**src/rtl/pcr_pkg.sv**
```systemverilog
// constants for the pll setup and system event flag block
package pcr_pkg;

  ////////////////////////////////////////////////////////////////////////////////////////////////
  // register map, byte addresses on the axi4-lite port
  localparam int          ADDR_W      = 8;
  localparam logic [7:0]  OFS_PLL     = 8'h04;
  localparam logic [7:0]  OFS_FLAGS   = 8'h08;
  localparam logic [7:0]  OFS_MASK    = 8'h10;

  ////////////////////////////////////////////////////////////////////////////////////////////////
  // pll_setup layout
  localparam logic [31:0] PLL_RST     = 32'h0003c019;
  localparam logic [31:0] PLL_RW_MASK = 32'h000fffff;
  localparam int          PLL_EN_BIT  = 19;
  localparam int          POST_MSB    = 18;
  localparam int          POST_LSB    = 16;
  localparam int          FB_MSB      = 15;
  localparam int          FB_LSB      = 8;
  localparam int          PRE_MSB     = 7;
  localparam int          PRE_LSB     = 0;
  // reset dividers give this output for this reference
  localparam int          REF_MHZ     = 25;
  localparam int          OUT_MHZ     = 48;

  ////////////////////////////////////////////////////////////////////////////////////////////////
  // system_event_flags layout
  localparam int          FLAG_W      = 6;
  localparam logic [5:0]  FLAG_RST    = 6'h08;
  localparam int          FLG_LOCK    = 0;
  localparam int          FLG_LOST    = 1;
  localparam int          FLG_WDG     = 2;
  localparam int          FLG_LVD     = 3;
  localparam int          FLG_ACK     = 4;
  localparam int          FLG_ERR     = 5;

  ////////////////////////////////////////////////////////////////////////////////////////////////
  // event_mask_reg layout
  localparam int          MASK_W      = 5;
  localparam logic [4:0]  MASK_RST    = 5'h1f;
  localparam int          MSK_LOCK    = 0;
  localparam int          MSK_LOST    = 1;
  localparam int          MSK_ACK     = 2;
  localparam int          MSK_ERR     = 3;
  localparam int          MSK_LVD     = 4;

  ////////////////////////////////////////////////////////////////////////////////////////////////
  // bus answers
  localparam logic [1:0]  RESP_OKAY   = 2'h0;
  localparam logic [1:0]  RESP_SLVERR = 2'h2;

endpackage : pcr_pkg

```
**src/rtl/pcr_pll_status.sv**
```systemverilog
// pll setup, system event flags, event mask and irq behind an axi4-lite slave
`timescale 1ns/1ps
module pcr_pll_status
  import pcr_pkg::*;
(
  input  wire logic                      REF_CLK_I,      // 200 mhz clock
  input  wire logic                      RST_B_I,        // power-on reset, active low
  input  wire logic                      SYS_RESET_I,    // system reset active, high
  input  wire logic                      LVD_CAUSE_I,    // reset cause low voltage
  input  wire logic                      WDG_CAUSE_I,    // reset cause watchdog
  input  wire logic                      PLL_LOCK_I,     // pll lock indication
  input  wire logic                      MEM_WR_ERR_I,   // invalid write pulse
  input  wire logic                      CACHE_ACK_I,    // cache enable ack pulse
  input  wire logic [pcr_pkg::ADDR_W-1:0] AWADDR_I,      // write address
  input  wire logic                      AWVALID_I,      // write address valid
  output logic                           AWREADY_O,      // write address ready
  input  wire logic [31:0]               WDATA_I,        // write data
  input  wire logic [3:0]                WSTRB_I,        // write byte strobes
  input  wire logic                      WVALID_I,       // write data valid
  output logic                           WREADY_O,       // write data ready
  output logic [1:0]                     BRESP_O,        // write response
  output logic                           BVALID_O,       // write response valid
  input  wire logic                      BREADY_I,       // write response ready
  input  wire logic [pcr_pkg::ADDR_W-1:0] ARADDR_I,      // read address
  input  wire logic                      ARVALID_I,      // read address valid
  output logic                           ARREADY_O,      // read address ready
  output logic [31:0]                    RDATA_O,        // read data
  output logic [1:0]                     RRESP_O,        // read response
  output logic                           RVALID_O,       // read data valid
  input  wire logic                      RREADY_I,       // read data ready
  output logic                           PLL_EN_O,       // pll enable
  output logic [2:0]                     PLL_POST_DIV_O, // post_divide
  output logic [7:0]                     PLL_FB_DIV_O,   // feedback_divide
  output logic [7:0]                     PLL_PRE_DIV_O,  // pre_divide
  output logic                           IRQ_O           // to vectored_irq_controller
);

  import pcr_pkg::*;

  ////////////////////////////////////////////////////////////////////////////////////////////////
  // declarations
  logic                awready_q;
  logic                wready_q;
  logic                aw_got_q;
  logic                w_got_q;
  logic [ADDR_W-1:0]   awaddr_q;
  logic [31:0]         wdata_q;
  logic [3:0]          wstrb_q;
  logic                bvalid_q;
  logic [1:0]          bresp_q;
  logic                arready_q;
  logic                rvalid_q;
  logic [31:0]         rdata_q;
  logic [1:0]          rresp_q;
  logic [31:0]         pll_q;
  logic [FLAG_W-1:0]   flags_q;
  logic [FLAG_W-1:0]   flags_d;
  logic [MASK_W-1:0]   mask_q;
  logic [MASK_W-1:0]   pend;
  logic                lock_prev_q;
  logic                sys_rst_prev_q;
  logic                irq_q;
  logic                aw_hs;
  logic                w_hs;
  logic                ar_hs;
  logic                do_write;
  logic                wr_pll;
  logic                wr_flags;
  logic                wr_mask;
  logic                leave_rst;
  logic [FLAG_W-1:0]   set_vec;
  logic [FLAG_W-1:0]   clr_vec;
  logic [31:0]         rd_mux;
  logic [1:0]          rd_resp;

  function automatic logic [31:0] merge(input logic [31:0] old_v, input logic [31:0] new_v,
                                        input logic [3:0] strb);
    logic [31:0] res;
    res = old_v;
    for (int b = 0; b < 4; b++)
    begin
      if (strb[b])
      begin
        res[b*8 +: 8] = new_v[b*8 +: 8];
      end
    end
    return res;
  endfunction : merge

  ////////////////////////////////////////////////////////////////////////////////////////////////
  // write channel: address and data taken in either order, then one response
  assign aw_hs    = AWVALID_I & awready_q;
  assign w_hs     = WVALID_I & wready_q;
  assign do_write = aw_got_q & w_got_q & ~bvalid_q;
  assign wr_pll   = do_write & (awaddr_q == OFS_PLL);
  assign wr_flags = do_write & (awaddr_q == OFS_FLAGS);
  assign wr_mask  = do_write & (awaddr_q == OFS_MASK);

  always_ff @(posedge REF_CLK_I or negedge RST_B_I)
  begin
    if (!RST_B_I)
    begin
      aw_got_q  <= 1'b0;
      awready_q <= 1'b1;
      awaddr_q  <= '0;
    end
    else
    begin
      if (aw_hs)
      begin
        aw_got_q  <= 1'b1;
        awready_q <= 1'b0;
        awaddr_q  <= AWADDR_I;
      end
      else if (do_write)
      begin
        aw_got_q  <= 1'b0;
        awready_q <= 1'b1;
      end
    end
  end

  always_ff @(posedge REF_CLK_I or negedge RST_B_I)
  begin
    if (!RST_B_I)
    begin
      w_got_q  <= 1'b0;
      wready_q <= 1'b1;
      wdata_q  <= '0;
      wstrb_q  <= '0;
    end
    else
    begin
      if (w_hs)
      begin
        w_got_q  <= 1'b1;
        wready_q <= 1'b0;
        wdata_q  <= WDATA_I;
        wstrb_q  <= WSTRB_I;
      end
      else if (do_write)
      begin
        w_got_q  <= 1'b0;
        wready_q <= 1'b1;
      end
    end
  end

  // unmapped offsets still get a response so the master never hangs
  always_ff @(posedge REF_CLK_I or negedge RST_B_I)
  begin
    if (!RST_B_I)
    begin
      bvalid_q <= 1'b0;
      bresp_q  <= RESP_OKAY;
    end
    else
    begin
      if (do_write)
      begin
        bvalid_q <= 1'b1;
        bresp_q  <= (wr_pll | wr_flags | wr_mask) ? RESP_OKAY : RESP_SLVERR;
      end
      else if (BREADY_I)
      begin
        bvalid_q <= 1'b0;
      end
    end
  end

  ////////////////////////////////////////////////////////////////////////////////////////////////
  // read channel
  assign ar_hs = ARVALID_I & arready_q;

  always_comb
  begin
    rd_mux  = '0;
    rd_resp = RESP_OKAY;
    case (ARADDR_I)
      OFS_PLL:   rd_mux = pll_q & PLL_RW_MASK;
      OFS_FLAGS: rd_mux = {{(32-FLAG_W){1'b0}}, flags_q};
      OFS_MASK:  rd_mux = {{(32-MASK_W){1'b0}}, mask_q};
      default:   rd_resp = RESP_SLVERR;
    endcase
  end

  always_ff @(posedge REF_CLK_I or negedge RST_B_I)
  begin
    if (!RST_B_I)
    begin
      arready_q <= 1'b1;
      rvalid_q  <= 1'b0;
      rdata_q   <= '0;
      rresp_q   <= RESP_OKAY;
    end
    else
    begin
      if (ar_hs)
      begin
        arready_q <= 1'b0;
        rvalid_q  <= 1'b1;
        rdata_q   <= rd_mux;
        rresp_q   <= rd_resp;
      end
      else if (rvalid_q & RREADY_I)
      begin
        arready_q <= 1'b1;
        rvalid_q  <= 1'b0;
      end
    end
  end

  ////////////////////////////////////////////////////////////////////////////////////////////////
  // pll setup: only the power-on reset touches it, system reset is ignored here
  always_ff @(posedge REF_CLK_I or negedge RST_B_I)
  begin
    if (!RST_B_I)
    begin
      pll_q <= PLL_RST;
    end
    else if (wr_pll)
    begin
      pll_q <= merge(pll_q, wdata_q, wstrb_q) & PLL_RW_MASK;
    end
  end

  ////////////////////////////////////////////////////////////////////////////////////////////////
  // mask register, one means masked
  always_ff @(posedge REF_CLK_I or negedge RST_B_I)
  begin
    if (!RST_B_I)
    begin
      mask_q <= MASK_RST;
    end
    else if (wr_mask & wstrb_q[0])
    begin
      mask_q <= wdata_q[MASK_W-1:0];
    end
  end

  ////////////////////////////////////////////////////////////////////////////////////////////////
  // event detection
  always_ff @(posedge REF_CLK_I or negedge RST_B_I)
  begin
    if (!RST_B_I)
    begin
      lock_prev_q    <= 1'b0;
      sys_rst_prev_q <= 1'b0;
    end
    else
    begin
      lock_prev_q    <= PLL_LOCK_I;
      sys_rst_prev_q <= SYS_RESET_I;
    end
  end

  // cause inputs are sampled in the cycle the system reset releases
  assign leave_rst          = sys_rst_prev_q & ~SYS_RESET_I;
  assign set_vec[FLG_LOCK]  = pll_q[PLL_EN_BIT] & PLL_LOCK_I & ~lock_prev_q;
  assign set_vec[FLG_LOST]  = pll_q[PLL_EN_BIT] & ~PLL_LOCK_I & lock_prev_q;
  assign set_vec[FLG_WDG]   = leave_rst & WDG_CAUSE_I;
  assign set_vec[FLG_LVD]   = leave_rst & LVD_CAUSE_I;
  assign set_vec[FLG_ACK]   = CACHE_ACK_I;
  assign set_vec[FLG_ERR]   = MEM_WR_ERR_I;
  assign clr_vec            = (wr_flags & wstrb_q[0]) ? wdata_q[FLAG_W-1:0] : '0;

  ////////////////////////////////////////////////////////////////////////////////////////////////
  // sticky flags: a set in the clearing cycle wins
  for (genvar k = 0; k < FLAG_W; k++)
  begin : g_flag
    assign flags_d[k] = set_vec[k] | (flags_q[k] & ~clr_vec[k]);
  end

  always_ff @(posedge REF_CLK_I or negedge RST_B_I)
  begin
    if (!RST_B_I)
    begin
      flags_q <= FLAG_RST;
    end
    else
    begin
      flags_q <= flags_d;
    end
  end

  ////////////////////////////////////////////////////////////////////////////////////////////////
  // interrupt: watchdog flag has no mask and never interrupts
  assign pend[MSK_LOCK] = flags_q[FLG_LOCK] & ~mask_q[MSK_LOCK];
  assign pend[MSK_LOST] = flags_q[FLG_LOST] & ~mask_q[MSK_LOST];
  assign pend[MSK_ACK]  = flags_q[FLG_ACK]  & ~mask_q[MSK_ACK];
  assign pend[MSK_ERR]  = flags_q[FLG_ERR]  & ~mask_q[MSK_ERR];
  assign pend[MSK_LVD]  = flags_q[FLG_LVD]  & ~mask_q[MSK_LVD];

  always_ff @(posedge REF_CLK_I or negedge RST_B_I)
  begin
    if (!RST_B_I)
    begin
      irq_q <= 1'b0;
    end
    else
    begin
      irq_q <= |pend;
    end
  end

  ////////////////////////////////////////////////////////////////////////////////////////////////
  // outputs
  assign AWREADY_O      = awready_q;
  assign WREADY_O       = wready_q;
  assign BVALID_O       = bvalid_q;
  assign BRESP_O        = bresp_q;
  assign ARREADY_O      = arready_q;
  assign RVALID_O       = rvalid_q;
  assign RDATA_O        = rdata_q;
  assign RRESP_O        = rresp_q;
  assign PLL_EN_O       = pll_q[PLL_EN_BIT];
  assign PLL_POST_DIV_O = pll_q[POST_MSB:POST_LSB];
  assign PLL_FB_DIV_O   = pll_q[FB_MSB:FB_LSB];
  assign PLL_PRE_DIV_O  = pll_q[PRE_MSB:PRE_LSB];
  assign IRQ_O          = irq_q;
endmodule : pcr_pll_status

```
**config.mk**
```make
export PLATFORM = sky130hd
export DESIGN_NAME = pcr_pll_status
export DESIGN_NICKNAME = d
export VERILOG_FILES = /design/src/rtl/pcr_pkg.sv /design/src/rtl/pcr_pll_status.sv
export SDC_FILE = /design/constraint.sdc
export NUM_CORES = 1
export LEC_CHECK = 0
export ABC_AREA = 1
export BUFFER_PORTS_ARGS = -buffer_cell sky130_fd_sc_hd__buf_4
export CELL_PAD_IN_SITES_DETAIL_PLACEMENT = 0
export CELL_PAD_IN_SITES_GLOBAL_PLACEMENT = 1
export CORE_ASPECT_RATIO = 1.75
export CORE_MARGIN = 10
export CORE_UTILIZATION = 40
export CTS_BUF_LIST = sky130_fd_sc_hd__clkbuf_4 sky130_fd_sc_hd__clkbuf_8 sky130_fd_sc_hd__clkbuf_16
export CTS_CLUSTER_DIAMETER = 60
export CTS_CLUSTER_SIZE = 20
export DETAILED_ROUTE_END_ITERATION = 6
export MAX_ROUTING_LAYER = met4
export PLACE_DENSITY = 0.91
export SLEW_MARGIN = 15
export SYNTH_ARGS = -nofsm -noshare
export SYNTH_HDL_FRONTEND = slang
export SYNTH_SLANG_ARGS = --single-unit
```
**constraint.sdc**
```tcl
create_clock -name REF_CLK_I -period 3.77 [get_ports REF_CLK_I]
set_clock_uncertainty 0.1 [all_clocks]
set_input_delay 0.754 -clock REF_CLK_I [delete_from_list [all_inputs] [get_ports REF_CLK_I]]
set_output_delay 0.754 -clock REF_CLK_I [all_outputs]
set_load 0.05 [all_outputs]
```
==> flow_summary.yaml, run 1 <==
cells_and_area:
  filler_cell_count: 957
  final_area_um2: 5220
  diodes: 0
  utilization_pct: 52.3
  finish.net_count: 641
  drive_gt1_share_pct: 27.0
  area_growth_pct: 27.0
critical_path:
  setup.worst_path.end_class: "flip-flop"
  rrSetupSlack_ns: 1.70
  crit-reg2reg-launch: "WREADY_O$_DFFE_PN1P_"
  required_ns: 3.86
  reg2reg_depth: 3
  rr_endpoint: "wdata_q[3]$_DFFE_PN0P_"
  critPathKind: "reg2reg"
  worstPathMaxFanout: 32
  critPathLaunchType: "flip-flop"
  critical_path_arrival_ns: 2.16
timing:
  setup_tns_ns: 0
  whs_ns: 0.375
  post-route-min-period_ns: 2.07
  period_share_pct: 54.9
  rsz0062_at_grt: "no"
  timing.fmax_mhz: 483
  relSlewSlack_pct: 44.2
  finalSetupViolCount: 0
  drv_slew: 0
  finalHoldViolations: 0
  worst_pin_slew_ns: 0.837
min_path:
  worstHoldPathCells: 2
  hp-start: "wdata_q[12]$_DFFE_PN0P_"
  hp-class: "reg2reg"
  worstHoldEndpoint: "pll_q[12]$_DFFE_PN0P_"
run_status:
  status: "complete, no violations"
clocking:
  cts_tree: "done"
  cts_root_buf: "clkbuf_16"
  clock_latency_ns: 0.34
  post_cts_resized: 0
  ctsHoldBuffers: 0
  cts_sinks: 94
  clock_path_buffers: 2
  clkSlewWorstSetupHoldPaths_ns: 0.06
  clock_tree.htree_level_count: 3
  cts_setup_buffers: 0
  numCtsBuffers: 9
routing:
  drt_iter0_drc: 147
  avgViaCountPerCell: 4.71
  ant_nets: 0
  drc: 0
  wire_per_inst_um: 14.2
  first_pass_iters: 4
  drt_wl_total_mm: 10.0
  vias: 3323
floorplanning:
  num_rows: 48
  start_util_pct: 41.2
  die-area_um2: 14900
  ios: 127
  fp.coreArea_um2: 9970
  die_h_um: 154
  die-width_um: 96.6
grt:
  grt_pass1_wl_mm: 16.8
  gr-total-overflow: 0
  grt_util_all_layers_pct: 14.0
  antenna_found_initial: 0
  grt_max_degree: 70
  grt_pass1_vias: 3521
logic_synthesis:
  yosysSeqAreaShare_pct: 57.7
  synth.cell_area_um2: 4110
  yosysTopAreaCell: "dfrtp_1"
  synth_seq_cells: 94
  synth_cell_types: 27
  yosys-top-cells-area: "dfrtp_1 (48%), nand2_1 (19%), dfstp_2 (10%), o21ai_0 (4.0%), nand3_1 (3.4%)"
  synth_top_area_share_pct: 47.5
  avgSynthCellArea_um2: 8.61
  netlist_instances: 477
  yosysWarnings: 0
power_and_ir_drop:
  p_per_area_nw_per_um2: 668
  vdd_drop_max_mv: 0.414
  finalPower_mw: 3.48
  leakagePower_nw: 2.72
place:
  gp_congestion: 0.769
  dp_hpwl_mm: 7.80
  placed_area_um2: 4900
  io_buffers: 99
run:
  drv_cap: 0
==> logic make-up (layout without fill, tap and decap cells) <==
| logic type | after synthesis | count (layout) | synth area share, % |
|---|---|---|---|
| DFF | 94 | 94 | 57.7 |
| and+or+nand+nor | 276 | 276 | 28.7 |
| other | 1 | 14 | 0.0913 |
| buffers and inverters | 62 | 153 | 7.52 |
| AOI/OAI and AO/OA | 44 | 44 | 5.97 |
==> synthesized netlist by cell type <==
library cell and n:
inv_2 1, nand2_1 207, buf_2 7, nand4_1 7, inv_1 34, o21ai_1 2
buf_6 2, a21oi_1 1, nand3_2 3, conb_1 1, nor2_4 5, dfstp_2 16
clkbuf_1 3, clkinv_1 1, o211ai_1 1, o21ai_0 33, dfrtp_1 78, o22ai_1 1
o31ai_1 1, nand3b_1 1, buf_4 14, nand3_1 28, nand2_2 5, o21ai_2 5
nor2_1 15, nor2_2 4, nand2_4 1
==> power by group <==
part | switching [mW] | internal (mW)
combinational | 0.735 | 0.298
sequential | 0.198 | 1.30
clock | 0.364 | 0.584
total | 1.30 | 2.19
==> per-layer routing <==
metal	vias to the layer above	GRT usage (%)	part of all wire [%]
met5	-	-	0
li1	1668	-	-
met1	1535	14.3	40
met4	0	8.40	4.0
met3	25	3.14	4.0
met2	95	24.0	52
==> worst max path at each step <==
stage	start	end	slack, ns	cells after the start
after floorplan	ARADDR_I[0]	RDATA_O[1]$_DFFE_PN0P_	2.14	8
after global placement	WVALID_I	wdata_q[4]$_DFFE_PN0P_	1.41	4
after detailed placement	WVALID_I	wdata_q[3]$_DFFE_PN0P_	1.37	4
after CTS	WREADY_O$_DFFE_PN1P_	wdata_q[3]$_DFFE_PN0P_	1.65	3
after global routing	WREADY_O$_DFFE_PN1P_	wdata_q[1]$_DFFE_PN0P_	1.42	3
final	WREADY_O$_DFFE_PN1P_	wdata_q[3]$_DFFE_PN0P_	1.70	3
==> worst max-delay path: stages (launching register included) <==
cell and delay, ns:
dfstp_2 0.55, nand2_1 0.32, inv_1 0.76, o21ai_0 0.19
==> per-stage QoR <==
step	setup slack, ns	std cells
floorplan	2.14	490
global placement	1.41	690
detailed placement	1.37	690
CTS	1.65	706
global route	1.42	706
finish	1.70	706
==> cell usage in the layout, fill, tap and decap left out, types with 9 or more instances in the layout <==
cell type	instances
nand2_1	207
dfstp_2	16
conb_1	14
clkbuf_16	9
buf_4	101
inv_1	34
o21ai_0	33
nor2_1	15
dfrtp_1	78
nand3_1	28
==> area by class of cell <==
| cell class | count | area (um^2) | share of cell area (%) |
|---|---|---|---|
| clock inverters | 2 | 38.8 | 0.743 |
| repair buffers | 101 | 758 | 14.5 |
| inverters | 36 | 135 | 2.59 |
| well taps | 125 | 156 | 3.00 |
| clock buffers | 14 | 282 | 5.39 |
| multi-input cells | 334 | 1480 | 28.3 |
| flip-flops and latches | 94 | 2370 | 45.5 |
==> state kept, by name (all words and copies together) (netlist names), 3 cells and up <==
| name | flops |
|---|---|
| RDATA_O | 20 |
| awaddr_q | 8 |
| flags_q | 6 |
| mask_q | 5 |
| pll_q | 20 |
| wdata_q | 20 |
| wstrb_q | 3 |
No activity file was read; power rests on OpenSTA's default activity.
==> run 2: changes to the inputs <==
--- a/config.mk
+++ b/config.mk
@@ -11,13 +11,13 @@
 export CELL_PAD_IN_SITES_GLOBAL_PLACEMENT = 1
 export CORE_ASPECT_RATIO = 1.75
 export CORE_MARGIN = 10
-export CORE_UTILIZATION = 40
+export CORE_UTILIZATION = 34
 export CTS_BUF_LIST = sky130_fd_sc_hd__clkbuf_4 sky130_fd_sc_hd__clkbuf_8 sky130_fd_sc_hd__clkbuf_16
 export CTS_CLUSTER_DIAMETER = 60
 export CTS_CLUSTER_SIZE = 20
 export DETAILED_ROUTE_END_ITERATION = 6
 export MAX_ROUTING_LAYER = met4
-export PLACE_DENSITY = 0.91
+export PLACE_DENSITY = 0.82
 export SLEW_MARGIN = 15
 export SYNTH_ARGS = -nofsm -noshare
 export SYNTH_HDL_FRONTEND = slang
==> constraint.sdc (replaced) <==
create_clock -name REF_CLK_I -period 1.78 [get_ports REF_CLK_I]
set_clock_uncertainty 0.1 [all_clocks]
set_input_delay 0.356 -clock REF_CLK_I [delete_from_list [all_inputs] [get_ports REF_CLK_I]]
set_output_delay 0.356 -clock REF_CLK_I [all_outputs]
set_load 0.05 [all_outputs]
==> run 2 against run 1 <==
Compared with the run above:
- sequential cell count unchanged
- sequential share of layout area down 0.64 points
- design area up 1.4%
- clock-buffer cell count up 1
- wire length up 3.9%
- clock power up 110%
- critical path depth up 3
- non-clock buffer count up 7
- core utilization down 8.0 points
- critical path type unchanged
==> flow_summary.yaml, run 2 (synthesis gave the netlist of run 1 again) <==
run_status:
  status: "complete, no violations"
grt:
  gr-total-overflow: 0
  grt_pass1_wl_mm: 16.9
  grt_use_met2_pct: 22.2
  busiest_layer: "met2"
  grt_util_met3_pct: 2.04
  grt_util_all_layers_pct: 13.0
  grt_max_degree: 95
  grt_use_met1_pct: 14.0
  grt_pass1_vias: 3526
  antenna_found_initial: 0
floorplanning:
  num_rows: 53
  die_h_um: 165
  die-width_um: 103
  ios: 127
  die-area_um2: 17100
  fp.coreArea_um2: 11900
  start_util_pct: 34.4
clocking:
  numCtsBuffers: 9
  cts_tree: "done"
  clock_tree.htree_level_count: 3
  clkSlewWorstSetupHoldPaths_ns: 0.06
  cts_setup_buffers: 0
  cts_root_buf: "clkbuf_16"
  cts_sinks: 94
  clock_latency_ns: 0.34
  clock_path_buffers: 2
run:
  drv_cap: 0
timing:
  period_share_pct: 89.4
  post-route-min-period_ns: 1.59
  finalHoldViolations: 0
  whs_ns: 0.0314
  drv_slew: 0
  relSlewSlack_pct: 64.6
  finalSetupViolCount: 0
  worst_pin_slew_ns: 0.528
  timing.fmax_mhz: 629
  rsz0062_at_grt: "no"
  setup_tns_ns: 0
cells_and_area:
  finish.net_count: 648
  filler_cell_count: 1218
  area_growth_pct: 28.8
  layout_commonest_cell: "nand2_1"
  drive_gt1_share_pct: 27.7
  mostFrequentLayoutCells: "nand2_1 (207), buf_4 (106), dfrtp_1 (78)"
  diodes: 0
critical_path:
  critPathKind: "reg2reg"
  setup.worst_path.end_class: "flip-flop"
  crit_buf_inv: 0
  critPathLaunchType: "flip-flop"
  required_ns: 1.90
  crit_path_cell_trace: "nor2_1, nand2_2, nor2_4, nand3_2, nand2_1, o21ai_2"
  critical_path_arrival_ns: 1.71
  worstPathMaxFanout: 13
  cpPeakStageDelay_ns: 0.38
  critPathSlowestCell: "dfrtp_1"
  rrSetupSlack_ns: 0.19
  critical_path.top_delay_family: "simple AND/OR/NAND/NOR gates"
routing:
  vias: 3342
  avgViaCountPerCell: 4.61
  wire_per_inst_um: 14.4
  drc: 0
  first_pass_iters: 4
  drt_iter0_drc: 105
  drt_wl_total_mm: 10.4
  ant_nets: 0
place:
  io_buffers: 99
  gp_congestion: 0.839
  dp_hpwl_mm: 8.19
power_and_ir_drop:
  vdd_drop_max_mv: 0.901
  leakagePower_nw: 2.76
  p_per_area_nw_per_um2: 1400
min_path:
  hp-class: "in2reg"
## run 2: what timing repair did
item,4_1_cts,5_1_grt
resized for setup,0,0
hold endpoints to repair,71,0
hold buffers,1,0
setup endpoints to repair,0,0
## run 2: through the flow
| stage | setup WS, ns | total power [mW] | cells | area, um^2 | utilization [%] |
|---|---|---|---|---|---|
| 2_1_floorplan | 0.227 | 4.73 | 490 | 4160 | - |
| 3_3_place_gp | 0.201 | 5.44 | 708 | 4970 | 41.6 |
| 3_5_place_dp | 0.182 | 5.52 | 708 | 4970 | 41.6 |
| 4_1_cts | 0.155 | 7.53 | 725 | 5290 | 44.4 |
| 5_1_grt | 0.0618 | 7.88 | 725 | 5290 | 44.4 |
| 6_report | 0.189 | 7.42 | 725 | 5290 | 44.4 |
## run 2: routing by layer
metal,routed length [um],up-vias,share of wire [%]
li1,-,1678,-
met1,4210,1556,40
met2,5550,90,53
met3,442,18,4.2
met4,227,0,2.2
met5,0,-,0
## run 2: final cells by class
type                            instances  area [um^2]  share of cell area [%]
Multi-Input combinational cell        334         1480                    27.9
Timing Repair Buffer                  108          826                    15.6
Sequential cell                        94         2370                    44.8
Clock buffer                           15          283                    5.34
Clock inverter                          1         30.0                   0.567
Inverter                               36          135                    2.55
Tap cell                              137          171                    3.24
## run 2: final timing paths
check	start	end	cells after the start
max	awaddr_q[7]$_DFFE_PN0P_	pll_q[1]$_DFFE_PN0P_	6
min	SYS_RESET_I	sys_rst_prev_q$_DFF_PN0_	1
max reg2reg	awaddr_q[7]$_DFFE_PN0P_	pll_q[1]$_DFFE_PN0P_	6
min reg2reg	wdata_q[17]$_DFFE_PN0P_	pll_q[17]$_DFFE_PN1P_	2
max in group asynchronous	RST_B_I	pll_q[3]$_DFFE_PN1P_	3
min in group asynchronous	RST_B_I	RDATA_O[12]$_DFFE_PN0P_	3
## run 2: where the power goes
part           leakage [nW]  internal, mW  total, mW  switching [mW]
combinational          1.44         0.695       2.29            1.59
sequential             1.16          2.76       3.16           0.396
clock                 0.158          1.23       1.97           0.742
total                  2.76          4.69       7.42            2.73
==> run 3: changes to the inputs <==
--- a/config.mk
+++ b/config.mk
@@ -5,15 +5,13 @@
 export SDC_FILE = /design/constraint.sdc
 export NUM_CORES = 1
 export LEC_CHECK = 0
-export ABC_AREA = 1
 export BUFFER_PORTS_ARGS = -buffer_cell sky130_fd_sc_hd__buf_4
 export CELL_PAD_IN_SITES_DETAIL_PLACEMENT = 0
 export CELL_PAD_IN_SITES_GLOBAL_PLACEMENT = 1
 export CORE_ASPECT_RATIO = 1.75
 export CORE_MARGIN = 10
-export CORE_UTILIZATION = 34
+export CORE_UTILIZATION = 36
 export CTS_BUF_LIST = sky130_fd_sc_hd__clkbuf_4 sky130_fd_sc_hd__clkbuf_8 sky130_fd_sc_hd__clkbuf_16
-export CTS_CLUSTER_DIAMETER = 60
 export CTS_CLUSTER_SIZE = 20
 export DETAILED_ROUTE_END_ITERATION = 6
 export MAX_ROUTING_LAYER = met4
==> run 3 against run 2 <==
Compared with the run above:
- the run now ends with negative setup slack left
- first-iteration DRC count up 21%
- combinational power down 20%
- cell count fell by 26%
- worst hold slack improved by 0.0027 ns
- critical endpoint unchanged
- largest power group unchanged
- highest routed layer unchanged
==> flow_summary.yaml, run 3 <==
run_status:
  status: "finished, violations left"
  violations: "negative setup slack"
place:
  dp_hpwl_mm: 7.17
  dp_cells: 514
  gp_congestion: 0.767
  io_buffers: 99
timing:
  rsz0062_at_grt: "yes"
  finalHoldViolations: 0
  finalSetupViolCount: 31
  worst_slack_ns: -0.191
  post-route-min-period_ns: 1.97
  drv_slew: 0
  period_share_pct: 111
  timing.fmax_mhz: 507
  whs_ns: 0.0341
floorplanning:
  start_util_pct: 37.1
  die_h_um: 157
  die-area_um2: 15400
  ios: 127
  num_rows: 49
  die-width_um: 98.2
  fp.coreArea_um2: 10400
clocking:
  clock_latency_ns: 0.34
  numCtsBuffers: 9
  clock_tree.htree_level_count: 3
  clock_path_buffers: 2
  cts_root_buf: "clkbuf_16"
  cts_sinks: 94
  cts_tree: "done"
  clkSlewWorstSetupHoldPaths_ns: 0.07
logic_synthesis:
  synth_seq_cells: 94
  synth_cell_types: 40
  async_flop_share_pct: 100
  yosys-top-cells-area: "dfrtp_1 (51%), mux2_2 (16%), dfstp_2 (11%), a22o_1 (5.0%), buf_4 (2.7%)"
  synth_top_area_share_pct: 50.7
  netlist_instances: 274
  yosysSeqAreaShare_pct: 61.6
  synthFlopType: "dfrtp_1"
  synth_edf_count: 0
  yosysWarnings: 0
  yosysMostFrequentCell: "dfrtp_1"
  yosysTopAreaCell: "dfrtp_1"
  yosys-top-cells-count: "dfrtp_1 (78), mux2_2 (53), a22o_1 (22)"
  avgSynthCellArea_um2: 14.0
  synth.cell_area_um2: 3850
cells_and_area:
  filler_cell_count: 916
  drive_gt1_share_pct: 55.3
  multi_input_area_um2: 1420
  instances_no_fill: 534
  mostFrequentLayoutCells: "buf_4 (118), dfrtp_1 (77), mux2_2 (51)"
  finish.net_count: 467
  layout_commonest_cell: "buf_4"
  seqCellArea_um2: 2370
  diodes: 0
  area_growth_pct: 37.3
run:
  drv_cap: 0
critical_path:
  reg2reg_depth: 5
  required_ns: 1.90
  rr_endpoint: "pll_q[1]$_DFFE_PN0P_"
  setup.worst_path.end_class: "flip-flop"
  crit_path_cell_trace: "or4_4, nor4_4, nand3_2, buf_6, mux2_2"
  worstPathMaxFanout: 8
  rrSetupSlack_ns: -0.19
  critical_path_arrival_ns: 2.09
  crit_start: "awaddr_q[0]$_DFFE_PN0P_"
  crit-reg2reg-launch: "awaddr_q[0]$_DFFE_PN0P_"
  critPathSlowestCell: "or4_4"
  crit_buf_inv: 1
  cpPeakStageDelay_ns: 0.57
  critPathKind: "reg2reg"
  critPathLaunchType: "flip-flop"
  critical_path.top_delay_family: "simple AND/OR/NAND/NOR gates"
routing:
  first_pass_iters: 4
  ant_nets: 0
  vias: 2646
  drt_wl_total_mm: 9.50
  avgViaCountPerCell: 4.96
  drc: 0
  wire_per_inst_um: 17.8
  drt_iter0_drc: 127
min_path:
  worstHoldEndpoint: "sys_rst_prev_q$_DFF_PN0_"
  hp-class: "in2reg"
  worstHoldPathCells: 1
  hp-start: "SYS_RESET_I"
grt:
  gr-total-overflow: 0
  antenna_found_initial: 0
  grt_util_all_layers_pct: 12.5
  grt_pass1_vias: 2904
  grt_max_degree: 95
  grt_pass1_wl_mm: 14.9
power_and_ir_drop:
  p_per_area_nw_per_um2: 1290
  leakagePower_nw: 2.50
  vdd_drop_max_mv: 0.728
## run 3: report_power, final
part           internal (mW)  switching [mW]
Clock                   1.09           0.810
Combinational          0.848           0.992
Sequential              2.69           0.362
## run 3: cell type report
class	instances	area share, %
Timing Repair Buffer	125	19.0
Sequential cell	94	44.9
Multi-Input combinational cell	163	26.8
Clock buffer	9	4.26
Inverter	9	0.640
Clock inverter	7	1.35
Tap cell	127	3.01
## run 3: worst register-to-register path, stage by stage, from the launching register on
cell	delay, ns
dfrtp_1	0.38
or4_4	0.57
nor4_4	0.27
nand3_2	0.11
buf_6	0.17
mux2_2	0.27
## run 3: metrics by stage
| step | area (um^2) | utilization (%) | setup slack, ns | total power [mW] | TNS, ns |
|---|---|---|---|---|---|
| final | 5280 | 51.0 | -0.191 | 6.80 | -3.96 |
| after global routing | 5280 | 51.0 | -0.265 | 7.16 | -7.01 |
| after CTS | 5250 | 50.6 | -0.214 | 6.87 | -4.66 |
| after detailed placement | 4920 | 47.5 | -0.217 | 4.95 | -5.94 |
| after global placement | 4920 | 47.5 | -0.202 | 4.87 | -5.25 |
| after floorplan | 3960 | - | -0.195 | 4.27 | -5.86 |
## run 3: worst max path at each step
stage                                    endpoint  slack (ns)  cells past startpoint
after floorplan           RDATA_O[19]$_DFFE_PN0P_       -0.20                      5
after global placement       pll_q[7]$_DFFE_PN0P_       -0.20                      5
after detailed placement    pll_q[19]$_DFFE_PN0P_       -0.22                      4
after CTS                   pll_q[18]$_DFFE_PN0P_       -0.21                      4
after global routing        pll_q[10]$_DFFE_PN0P_       -0.27                      5
final                        pll_q[1]$_DFFE_PN0P_       -0.19                      5
## run 3: cells by family after synthesis
family / Yosys count / synth area share, %
DFF: 94 / 61.6
AOI/OAI and AO/OA: 55 / 10.9
muxes: 54 / 15.8
and+or+nand+nor: 39 / 7.12
buffers and inverters: 30 / 4.29
xor gates and xnor gates: 1 / 0.228
other: 1 / 0.0974
## run 3: what timing repair did
| item | in CTS | in global routing |
|---|---|---|
| hold buffers | 1 | 0 |
| hold endpoints to repair | 78 | 0 |
| resized for setup | 2 | 1 |
| cloned | 0 | 1 |
| setup endpoints to repair | 29 | 45 |
| setup buffers | 1 | 1 |
| pin swaps | 0 | 2 |
## run 3: per-layer routing
| layer | vias to the layer above | global-route usage, % | part of all wire [%] |
|---|---|---|---|
| met5 | - | - | 0 |
| met2 | 82 | 21.6 | 54 |
| li1 | 1229 | - | - |
| met4 | 0 | 6.24 | 2.8 |
| met1 | 1318 | 12.3 | 37 |
| met3 | 17 | 3.92 | 5.8 |
